[src/wmcsr_params.svh]
`ifndef WMCSR_PARAMS_SVH
`define WMCSR_PARAMS_SVH

// ==========================================================================
// Register indices (byte address is four times the index)
// ==========================================================================
`define WMC_IDX_FRM_OFFSET 8'h23
`define WMC_IDX_TX_STATUS 8'h24
`define WMC_IDX_BCN_CTRL 8'h25
`define WMC_IDX_CLK_GATE 8'h26
`define WMC_IDX_TURNAROUND 8'h27
`define WMC_IDX_HSYM_LOW 8'h28
`define WMC_IDX_HSYM_HIGH 8'h29
`define WMC_IDX_SOFT_RST 8'h2a
`define WMC_IDX_SEC_CTRL0 8'h2c
`define WMC_IDX_TX_STABLE 8'h2e
`define WMC_IDX_INT_STATUS 8'h31

// ==========================================================================
// Field positions
// ==========================================================================
`define WMC_B_RETRY_LO 6
`define WMC_B_CCA 5
`define WMC_B_G2_NOTIME 4
`define WMC_B_G1_NOTIME 3
`define WMC_B_G2_FAIL 2
`define WMC_B_G1_FAIL 1
`define WMC_B_N_FAIL 0
`define WMC_B_BCN_MASK 7
`define WMC_B_WAKE_CAUSE 6
`define WMC_B_RSSI_LO 4
`define WMC_B_GTS_CLK 3
`define WMC_B_TURN_LO 4
`define WMC_B_RST_PWR 2
`define WMC_B_RST_BB 1
`define WMC_B_RST_MAC 0
`define WMC_B_DEC_SKIP 7
`define WMC_B_DEC_GO 6
`define WMC_B_RX_SUITE_LO 3
`define WMC_B_TX_SUITE_LO 0
`define WMC_B_SETTLE_LO 4
`define WMC_B_INT_WAKE 6
`define WMC_B_INT_HSYM 5
`define WMC_B_INT_G2 2
`define WMC_B_INT_G1 1
`define WMC_B_INT_N 0

// ==========================================================================
// Reset values and limits
// ==========================================================================
`define WMC_RST_FRM_OFFSET 8'h00
`define WMC_RST_RSSI_SEL 2'h3
`define WMC_RST_RSSI_SYMS 4'h8
`define WMC_RST_TURN 4'h4
`define WMC_MIN_TURN 4'h2
`define WMC_RST_TURN_LOW 4'h8
`define WMC_RST_SETTLE 4'h7
`define WMC_RST_MSIFS 4'h5
`define WMC_RST_SUITE 3'h0

// ==========================================================================
// Timing and bus answers
// ==========================================================================
`define WMC_CLK_PERIOD_NS 10
`define WMC_HSYM_UNIT_US 8
`define WMC_HSYM_TICKS ((`WMC_HSYM_UNIT_US * 1000) / `WMC_CLK_PERIOD_NS)
`define WMC_RESP_OKAY 2'h0
`define WMC_RESP_SLVERR 2'h2

`endif

[src/wmcsr_pkg.sv]
package wmcsr_pkg;

    // ======================================================================
    // Whole state of the register bank
    // ======================================================================
    typedef struct packed {
        logic [7:0] frm_offset;
        logic [1:0] n_retry;
        logic cca_busy;
        logic g2_notime;
        logic g1_notime;
        logic g2_fail;
        logic g1_fail;
        logic n_fail;
        logic bcn_mask;
        logic wake_cause;
        logic [1:0] rssi_sel;
        logic [3:0] rssi_syms;
        logic gts_clk;
        logic [3:0] turn;
        logic [3:0] turn_low;
        logic [15:0] hsym;
        logic [9:0] hsym_tick;
        logic hsym_exp;
        logic [2:0] srst;
        logic dec_skip;
        logic dec_go;
        logic [2:0] rx_suite;
        logic [2:0] tx_suite;
        logic [3:0] settle;
        logic [3:0] msifs;
        logic [7:0] int_flags;
        logic bcn_irq;
        logic bvalid;
        logic [1:0] bresp;
        logic rvalid;
        logic [1:0] rresp;
        logic [31:0] rdata;
    } wmcsr_state_t;

endpackage

[src/wmcsr_regs.sv]
// How it works
// - Eight-bit read/write superframe offset, resets zero.
// - Bits 7-6 report normal FIFO retries.
// - Bit 5 shows channel busy on last send.
// - Bits 4/3 flag slot-time shortfall per slot FIFO.
// - Bits 2/1/0 flag retry-exceeded release failures.
// - Beacon mask bit suppresses beacon transmit interrupt.
// - Read-only bit 6 gives wake event cause.
// - Two-bit field picks 1/2/4/8 averaging symbols.
// - Bit 3 gates slot FIFO clock, resets off.
// - Four-bit turnaround, reset 4, never below 2.
// - Sixteen-bit half-symbol timer, 8 us units.
// - Writing bit 2 pulses power reset, self-clears.
// - Writing bit 1 pulses baseband reset, self-clears.
// - Writing bit 0 pulses link reset, self-clears.
// - Write-only bit 7 skips received frame decryption.
// - Write-only bit 6 starts received frame decryption.
// - Bits 5-3 select receive security suite.
// - Bits 2-0 select normal transmit security suite.
// - Four-bit oscillator settle time, reset 7.
// - Wake flag at status bit 6, read clears.
`timescale 1ns/1ps
`default_nettype none
`include "wmcsr_params.svh"

module wmcsr_regs
    import wmcsr_pkg::*;
#(
    parameter int ADDR_W = 12,
    parameter int HSYM_TICKS = `WMC_HSYM_TICKS
)(
    input wire logic clk, // System clock, 100 MHz
    input wire logic resetn, // Asynchronous reset
    input wire logic ce, // Clock enable, freezes state when low
    input wire logic [ADDR_W-1:0] s_axi_awaddr, // Write address
    input wire logic s_axi_awvalid, // Write address valid
    output logic s_axi_awready, // Write address ready
    input wire logic [31:0] s_axi_wdata, // Write data
    input wire logic [3:0] s_axi_wstrb, // Write strobes
    input wire logic s_axi_wvalid, // Write data valid
    output logic s_axi_wready, // Write data ready
    output logic [1:0] s_axi_bresp, // Write response
    output logic s_axi_bvalid, // Write response valid
    input wire logic s_axi_bready, // Write response ready
    input wire logic [ADDR_W-1:0] s_axi_araddr, // Read address
    input wire logic s_axi_arvalid, // Read address valid
    output logic s_axi_arready, // Read address ready
    output logic [31:0] s_axi_rdata, // Read data
    output logic [1:0] s_axi_rresp, // Read response
    output logic s_axi_rvalid, // Read data valid
    input wire logic s_axi_rready, // Read data ready
    input wire logic txn_done, // Normal FIFO attempt sequence ended
    input wire logic [1:0] txn_retries, // Retries used by it
    input wire logic txn_fail, // Retry count exceeded
    input wire logic tx_cca_busy, // Channel found busy on that send
    input wire logic g1_done, // Slot 1 FIFO sequence ended
    input wire logic g1_fail, // Slot 1 retry count exceeded
    input wire logic g1_notime, // Slot 1 ran out of slot time
    input wire logic g2_done, // Slot 2 FIFO sequence ended
    input wire logic g2_fail, // Slot 2 retry count exceeded
    input wire logic g2_notime, // Slot 2 ran out of slot time
    input wire logic wake_evt, // Wake alert event pulse
    input wire logic wake_is_beacon, // Cause of that event
    input wire logic bcn_tx_irq_in, // Raw beacon FIFO interrupt
    output logic bcn_tx_irq, // Beacon FIFO interrupt after mask
    output logic [7:0] superframe_offset, // Slot boundary offset
    output logic [3:0] signal_average_symbols, // Symbols averaged
    output logic slot_fifo_clock_enable, // Slot FIFO clock gate
    output logic [3:0] turnaround_symbols, // Turnaround time
    output logic [3:0] oscillator_settle_symbols, // Settle time
    output logic [3:0] short_ifs_symbols, // Short spacing
    output logic [15:0] half_symbol_timer, // Timer value
    output logic half_symbol_expired, // Timer reached zero
    output logic power_mgmt_soft_reset, // Power reset pulse
    output logic baseband_soft_reset, // Baseband reset pulse
    output logic link_layer_soft_reset, // Link layer reset pulse
    output logic rx_decrypt_skip, // Skip decryption pulse
    output logic rx_decrypt_go, // Start decryption pulse
    output logic [2:0] rx_suite_select, // Receive security suite
    output logic [2:0] tx_normal_suite_select, // Transmit suite
    output logic [7:0] tx_status, // Transmit result status
    output logic [7:0] int_status // Interrupt status flags
);

    localparam logic [9:0] TICK_LAST = 10'(HSYM_TICKS - 1);

    wmcsr_state_t s_q;
    wmcsr_state_t s_d;
    logic w_hs;
    logic ar_hs;
    logic [7:0] aw_idx;
    logic [7:0] ar_idx;
    logic [7:0] wd;
    logic [7:0] rd_val;
    logic rd_ok;
    logic wr_ok;

    // ======================================================================
    // Bus handshakes
    // ======================================================================
    assign aw_idx = s_axi_awaddr[9:2];
    assign ar_idx = s_axi_araddr[9:2];
    assign wd = s_axi_wdata[7:0];
    assign s_axi_awready = ce & s_axi_awvalid & s_axi_wvalid & ~s_q.bvalid;
    assign s_axi_wready = s_axi_awready;
    assign s_axi_arready = ce & ~s_q.rvalid;
    assign w_hs = s_axi_awready;
    assign ar_hs = s_axi_arready & s_axi_arvalid;

    assign tx_status = {s_q.n_retry, s_q.cca_busy, s_q.g2_notime,
        s_q.g1_notime, s_q.g2_fail, s_q.g1_fail, s_q.n_fail};

    // ======================================================================
    // Read mux
    // ======================================================================
    always_comb
    begin
        rd_ok = 1'b1;
        rd_val = 8'h00;
        unique case (ar_idx)
            `WMC_IDX_FRM_OFFSET: rd_val = s_q.frm_offset;
            `WMC_IDX_TX_STATUS: rd_val = tx_status;
            `WMC_IDX_BCN_CTRL: rd_val = {s_q.bcn_mask, s_q.wake_cause,
                s_q.rssi_sel, 4'h0};
            `WMC_IDX_CLK_GATE: rd_val = {4'h0, s_q.gts_clk, 3'h0};
            `WMC_IDX_TURNAROUND: rd_val = {s_q.turn, s_q.turn_low};
            `WMC_IDX_HSYM_LOW: rd_val = s_q.hsym[7:0];
            `WMC_IDX_HSYM_HIGH: rd_val = s_q.hsym[15:8];
            `WMC_IDX_SOFT_RST: rd_val = {5'h00, s_q.srst};
            `WMC_IDX_SEC_CTRL0: rd_val = {2'h0, s_q.rx_suite,
                s_q.tx_suite};
            `WMC_IDX_TX_STABLE: rd_val = {s_q.settle, s_q.msifs};
            `WMC_IDX_INT_STATUS: rd_val = s_q.int_flags;
            default: rd_ok = 1'b0;
        endcase
    end

    always_comb
    begin
        unique case (aw_idx)
            `WMC_IDX_FRM_OFFSET, `WMC_IDX_TX_STATUS, `WMC_IDX_BCN_CTRL,
            `WMC_IDX_CLK_GATE, `WMC_IDX_TURNAROUND, `WMC_IDX_HSYM_LOW,
            `WMC_IDX_HSYM_HIGH, `WMC_IDX_SOFT_RST, `WMC_IDX_SEC_CTRL0,
            `WMC_IDX_TX_STABLE, `WMC_IDX_INT_STATUS: wr_ok = 1'b1;
            default: wr_ok = 1'b0;
        endcase
    end

    // ======================================================================
    // Next state
    // ======================================================================
    always_comb
    begin
        s_d = s_q;
        s_d.srst = 3'h0;
        s_d.dec_skip = 1'b0;
        s_d.dec_go = 1'b0;
        s_d.hsym_exp = 1'b0;
        s_d.bcn_irq = bcn_tx_irq_in & ~s_q.bcn_mask;

        // Half-symbol countdown, one step per 8 us
        if (s_q.hsym != 16'h0000)
        begin
            if (s_q.hsym_tick == TICK_LAST)
            begin
                s_d.hsym_tick = 10'h000;
                s_d.hsym = s_q.hsym - 16'h0001;
                s_d.hsym_exp = (s_q.hsym == 16'h0001);
            end
            else
            begin
                s_d.hsym_tick = s_q.hsym_tick + 10'h001;
            end
        end
        else
        begin
            s_d.hsym_tick = 10'h000;
        end

        if (s_q.rvalid && s_axi_rready)
        begin
            s_d.rvalid = 1'b0;
        end
        if (ar_hs)
        begin
            s_d.rvalid = 1'b1;
            s_d.rdata = {24'h000000, rd_val};
            s_d.rresp = rd_ok ? `WMC_RESP_OKAY : `WMC_RESP_SLVERR;
            if (ar_idx == `WMC_IDX_INT_STATUS)
            begin
                s_d.int_flags = 8'h00;
            end
        end

        if (s_q.bvalid && s_axi_bready)
        begin
            s_d.bvalid = 1'b0;
        end
        if (w_hs)
        begin
            s_d.bvalid = 1'b1;
            s_d.bresp = wr_ok ? `WMC_RESP_OKAY : `WMC_RESP_SLVERR;
        end
        if (w_hs && s_axi_wstrb[0])
        begin
            unique case (aw_idx)
                `WMC_IDX_FRM_OFFSET: s_d.frm_offset = wd;
                `WMC_IDX_BCN_CTRL:
                begin
                    s_d.bcn_mask = wd[`WMC_B_BCN_MASK];
                    s_d.rssi_sel = wd[`WMC_B_RSSI_LO +: 2];
                    s_d.rssi_syms = 4'(4'h1 << wd[`WMC_B_RSSI_LO +: 2]);
                end
                `WMC_IDX_CLK_GATE: s_d.gts_clk = wd[`WMC_B_GTS_CLK];
                `WMC_IDX_TURNAROUND:
                begin
                    s_d.turn = (wd[`WMC_B_TURN_LO +: 4] < `WMC_MIN_TURN) ?
                        `WMC_MIN_TURN : wd[`WMC_B_TURN_LO +: 4];
                    s_d.turn_low = wd[3:0];
                end
                `WMC_IDX_HSYM_LOW:
                begin
                    s_d.hsym[7:0] = wd;
                    s_d.hsym_tick = 10'h000;
                end
                `WMC_IDX_HSYM_HIGH:
                begin
                    s_d.hsym[15:8] = wd;
                    s_d.hsym_tick = 10'h000;
                end
                `WMC_IDX_SOFT_RST:
                begin
                    s_d.srst = {wd[`WMC_B_RST_PWR], wd[`WMC_B_RST_BB],
                        wd[`WMC_B_RST_MAC]};
                end
                `WMC_IDX_SEC_CTRL0:
                begin
                    s_d.dec_skip = wd[`WMC_B_DEC_SKIP];
                    s_d.dec_go = wd[`WMC_B_DEC_GO];
                    s_d.rx_suite = wd[`WMC_B_RX_SUITE_LO +: 3];
                    s_d.tx_suite = wd[`WMC_B_TX_SUITE_LO +: 3];
                end
                `WMC_IDX_TX_STABLE:
                begin
                    s_d.settle = wd[`WMC_B_SETTLE_LO +: 4];
                    s_d.msifs = wd[3:0];
                end
                default:
                begin
                end
            endcase
        end

        // Events come last so a set beats a same-cycle read clear
        if (txn_done)
        begin
            s_d.n_retry = txn_retries;
            s_d.n_fail = txn_fail;
            s_d.cca_busy = tx_cca_busy;
            s_d.int_flags[`WMC_B_INT_N] = 1'b1;
        end
        if (g1_done)
        begin
            s_d.g1_fail = g1_fail;
            s_d.g1_notime = g1_notime;
            s_d.cca_busy = tx_cca_busy;
            s_d.int_flags[`WMC_B_INT_G1] = 1'b1;
        end
        if (g2_done)
        begin
            s_d.g2_fail = g2_fail;
            s_d.g2_notime = g2_notime;
            s_d.cca_busy = tx_cca_busy;
            s_d.int_flags[`WMC_B_INT_G2] = 1'b1;
        end
        if (wake_evt)
        begin
            s_d.wake_cause = wake_is_beacon;
            s_d.int_flags[`WMC_B_INT_WAKE] = 1'b1;
        end
        if (s_d.hsym_exp)
        begin
            s_d.int_flags[`WMC_B_INT_HSYM] = 1'b1;
        end
    end

    // ======================================================================
    // State register
    // ======================================================================
    always_ff @(posedge clk or negedge resetn)
    begin
        if (!resetn)
        begin
            s_q <= '0;
            s_q.frm_offset <= `WMC_RST_FRM_OFFSET;
            s_q.rssi_sel <= `WMC_RST_RSSI_SEL;
            s_q.rssi_syms <= `WMC_RST_RSSI_SYMS;
            s_q.turn <= `WMC_RST_TURN;
            s_q.turn_low <= `WMC_RST_TURN_LOW;
            s_q.settle <= `WMC_RST_SETTLE;
            s_q.msifs <= `WMC_RST_MSIFS;
            s_q.rx_suite <= `WMC_RST_SUITE;
            s_q.tx_suite <= `WMC_RST_SUITE;
        end
        else if (ce)
        begin
            s_q <= s_d;
        end
    end

    // ======================================================================
    // Outputs
    // ======================================================================
    assign s_axi_bvalid = s_q.bvalid;
    assign s_axi_bresp = s_q.bresp;
    assign s_axi_rvalid = s_q.rvalid;
    assign s_axi_rresp = s_q.rresp;
    assign s_axi_rdata = s_q.rdata;
    assign bcn_tx_irq = s_q.bcn_irq;
    assign superframe_offset = s_q.frm_offset;
    assign signal_average_symbols = s_q.rssi_syms;
    assign slot_fifo_clock_enable = s_q.gts_clk;
    assign turnaround_symbols = s_q.turn;
    assign oscillator_settle_symbols = s_q.settle;
    assign short_ifs_symbols = s_q.msifs;
    assign half_symbol_timer = s_q.hsym;
    assign half_symbol_expired = s_q.hsym_exp;
    assign power_mgmt_soft_reset = s_q.srst[2];
    assign baseband_soft_reset = s_q.srst[1];
    assign link_layer_soft_reset = s_q.srst[0];
    assign rx_decrypt_skip = s_q.dec_skip;
    assign rx_decrypt_go = s_q.dec_go;
    assign rx_suite_select = s_q.rx_suite;
    assign tx_normal_suite_select = s_q.tx_suite;
    assign int_status = s_q.int_flags;

    logic wr_frm;
    logic wr_srst_pwr;
    logic wr_sec0;
    logic [2:0] wd_rx_suite;
    assign wr_frm = ce && w_hs && s_axi_wstrb[0] &&
        aw_idx == `WMC_IDX_FRM_OFFSET;
    assign wr_srst_pwr = ce && w_hs && s_axi_wstrb[0] &&
        aw_idx == `WMC_IDX_SOFT_RST && wd[`WMC_B_RST_PWR];
    assign wr_sec0 = ce && w_hs && s_axi_wstrb[0] &&
        aw_idx == `WMC_IDX_SEC_CTRL0;
    assign wd_rx_suite = wd[`WMC_B_RX_SUITE_LO +: 3];
endmodule // wmcsr_regs
`default_nettype wire

[config.mk]
export PLATFORM = sky130hd
export DESIGN_NAME = wmcsr_regs
export DESIGN_NICKNAME = d
export VERILOG_FILES = /design/src/wmcsr_pkg.sv /design/src/wmcsr_regs.sv
export VERILOG_INCLUDE_DIRS = /design/src
export SDC_FILE = /design/constraint.sdc
export NUM_CORES = 1
export LEC_CHECK = 0
export BUFFER_PORTS_ARGS = -buffer_cell sky130_fd_sc_hd__buf_2
export CAP_MARGIN = 40
export CORE_MARGIN = 5
export CORE_UTILIZATION = 25
export CTS_CLUSTER_DIAMETER = 100
export DETAILED_ROUTE_END_ITERATION = 12
export PLACE_DENSITY = 0.46
export SYNTH_ARGS = -nofsm -noshare
export SYNTH_HDL_FRONTEND = slang
export SYNTH_SLANG_ARGS = --single-unit
[constraint.sdc]
create_clock -name clk -period 5.56 [get_ports clk]
set_input_delay 1.112 -clock clk [delete_from_list [all_inputs] [get_ports clk]]
set_output_delay 1.112 -clock clk [all_outputs]
set_load 0.05 [all_outputs]
==> impl_metrics.yaml <==
global_route:
  grt_max_degree: 51
  grt_first_pass_wirelength_um: 29710
  grt_pass1_vias: 4721
  groute.usage.overall: 0.1380
  grt_overflow: 0
  antenna_found_initial: 0
clock_tree:
  clk_pin_slew_worst_paths_ns: 0.07
  numCtsBuffers: 9
  clock_sinks: 97
  clk_path_buf_depth: 2
  htree_levels: 3
  cts_tree: "done"
  cts_root_buf: "clkbuf_16"
  cts_setup_buffers: 0
  clkLatencyLatePin_ns: 0.35
  cts_resized: 0
  hold_buffers: 0
synthesis:
  synth_mux_area_frac: 0.09673
  yosysTopAreaCell: "dfrtp_1"
  ys_ff_latch: 97
  netlist_top_cells_area: "dfrtp_1 36%, buf_4 12%, mux2_2 8.2%, dfstp_2 4.3%, nand2_1 3.5%"
  netlist_area_mm2: 0.006053
  syn-mean-instance-area_um2: 9.458
  synthXorXnorAreaFrac: 0.007234
  synthSimpleGateAreaFrac: 0.1964
  synth_top_area_share: 0.3597
  synth_fa_ha_area_frac: 0.006201
  synth_edf_count: 0
  ys_seq_area_frac: 0.4031
  synth.most_common_cell: "buf_4"
  synth-compound-area-share: 0.1352
  ys_types: 70
  synth_top_family_by_area: "simple AND/OR/NAND/NOR gates"
  synthTopCellsByCount: "99 x buf_4, 87 x dfrtp_1, 56 x nand2_1"
  synth_top_flop_cell: "dfrtp_1"
  synth_warnings: 0
  async_reset_ff_frac: 1.000
  syn-instance-count: 640
die:
  start_util: 0.2511
  rows: 57
  dieArea_mm2: 0.02743
  chipWidth_um: 165.6
  fp.dieH_um: 165.6
  core_area_mm2: 0.02411
  pin_count: 193
placement:
  dpl_worst_slack_ns: 2.200
  post_dp_cell_area_mm2: 0.006391
  port-buffer-count: 128
  place.gp.congestion: 0.7763
  place_hpwl_um: 14380
timing:
  min_period_over_period: 0.5764
  setup_ws_ns: 2.355
  finalCriticalPeriod_ns: 3.205
  tightest_slew_ns: 0.9119
  hold_violations: 0
  maxSlewViolCount: 0
  holdWs_ns: 0.4707
  rsz0062_at_grt: "false"
  finClkSkew_ns: 0.01062
  slew-limit-headroom: 0.3898
  fmax_ghz: 0.3120
  final-setup-viol-count: 0
  setup_tns_ns: 0
cells_and_area:
  area_delta_synth_final_pct: 10.38
  multiInputGateArea_mm2: 0.002783
  nets: 769
  nFillCells: 2660
  utilization: 0.2772
  fin_area_mm2: 0.006681
  insertedDiodeCount: 0
  seq_area_mm2: 0.002440
  drive_gt1_frac: 0.3222
detailed_routing:
  antenna_left: 0
  wl_per_cell_um: 19.03
  drc_errors: 0
  firstDrtPassIters: 5
  detail_route.iter0.violations: 291
  vias: 4822
  totalWireLength_um: 19270
  vias_per_cell: 4.760
setup_path:
  crit-reg2reg-launch: "half_symbol_timer[1]"
  cp.required_ns: 4.45
  rrSetupSlack_ns: 2.98
  worst_ep_arrival_time_ns: 2.09
  cp_top_family: "buffers and inverters"
  cp-start-kind: "input pin"
  worst_setup_path_startpoint: "ce"
  path_cells: "buf_2, nand4b_1, inv_2, buf_2"
  path_class: "in -> out"
  crit_buf_inv: 3
  cp-end-kind: "primary output"
  cp_slowest_cell: "nand4b_1"
  max_stage_delay_ns: 0.30
  cp_max_fo: 8
  cp_common_cell: "buf_2"
power_and_ir_drop:
  p_leak_nw: 3.006
  sequentialPowerShare: 0.456
  p_switching_mw: 0.5555
  cellInternalPower_mw: 1.177
  combPwrFrac: 0.177
  peakVddDrop_v: 0.0001057
  swShare: 0.3206
  power_density_mw_per_mm2: 259.3
  clkPwrFrac: 0.367
worst_hold_path:
  hp-class: "reg -> reg"
  hp-start: "signal_average_symbols[0]"
run_status:
  status: "finished clean"
job:
  max_cap_viol_count: 0
sequential cells by signal, summed over array words and instances (netlist names), 4 cells and up:
register and count:
half_symbol_timer 16, s_axi_rdata 8, signal_average_symbols 4, short_ifs_symbols 4
turnaround_symbols 4, s_q 18, oscillator_settle_symbols 4, tx_status 8
int_status 5, superframe_offset 8
metal layers:
metal	vias up	track usage	part of all wire
li1	2268	-	-
met1	2392	0.1881	0.46
met2	147	0.2145	0.46
met3	15	0.04409	0.070
met4	0	0.03192	0.012
met5	-	0	0
worst min-delay path: stages, from the launching register on:
cell	delay [ns]
dfrtp_1	0.34
nand2_1	0.05
o31ai_1	0.05
worst paths after layout:
| path | depth (start not counted) | endpoint |
|---|---|---|
| max | 4 | s_axi_awready |
| min | 2 | signal_average_symbols[0] |
| max reg2reg | 7 | s_q[74] |
| min reg2reg | 2 | signal_average_symbols[0] |
| max in group asynchronous | 2 | half_symbol_timer[10] |
| min in group asynchronous | 1 | s_axi_rdata[6] |
placed cells by master (no fill, tap or decap), types with 5 or more instances in the layout:
cell type / count
mux2i_1: 9
nor2b_1: 7
a21oi_1: 17
nor3_1: 12
mux2_2: 44
conb_1: 29
nand2b_1: 8
a31oi_1: 5
nand2_1: 56
a22oi_1: 14
dfstp_2: 10
nand3_1: 20
buf_2: 127
dfrtp_1: 87
or4_1: 5
and3_1: 11
o21ai_0: 32
clkbuf_16: 9
a22o_1: 5
o22ai_1: 8
nand4_1: 16
inv_1: 18
buf_4: 6
nor2_1: 33
logic make-up (layout without fill, tap and decap cells):
| logic type | after synthesis | after routing |
|---|---|---|
| AOI/OAI and AO/OA | 122 | 122 |
| other | 1 | 29 |
| and+or+nand+nor | 211 | 211 |
| DFF | 97 | 97 |
| muxes | 53 | 53 |
| adders and majority gates | 3 | 3 |
| buffers and inverters | 148 | 169 |
| xor gates and xnor gates | 5 | 5 |
cell type report:
class	instances	share of cell area
Inverter	19	0.01067
Sequential cell	97	0.3652
Clock inverter	4	0.008052
Timing Repair Buffer	134	0.1036
Multi-Input combinational cell	423	0.4165
Tap cell	324	0.06067
Clock buffer	12	0.03539
metrics by stage:
stage / instances / power (mW)
final: 1013 / 1.733
after floorplan: 668 / 1.045
after detailed placement: 997 / 1.112
after global routing: 1013 / 1.814
after CTS: 1013 / 1.758
after global placement: 994 / 1.110
power groups by stage:
stage / combinational, mW / clock (mW) / sequential [mW]
finish: 0.306 / 0.636 / 0.790
global route: 0.335 / 0.683 / 0.796
CTS: 0.310 / 0.659 / 0.790
detailed placement: 0.309 / 0 / 0.803
global placement: 0.307 / 0 / 0.803
floorplan: 0.244 / 0 / 0.801
(Power assumes the default switching activity.)
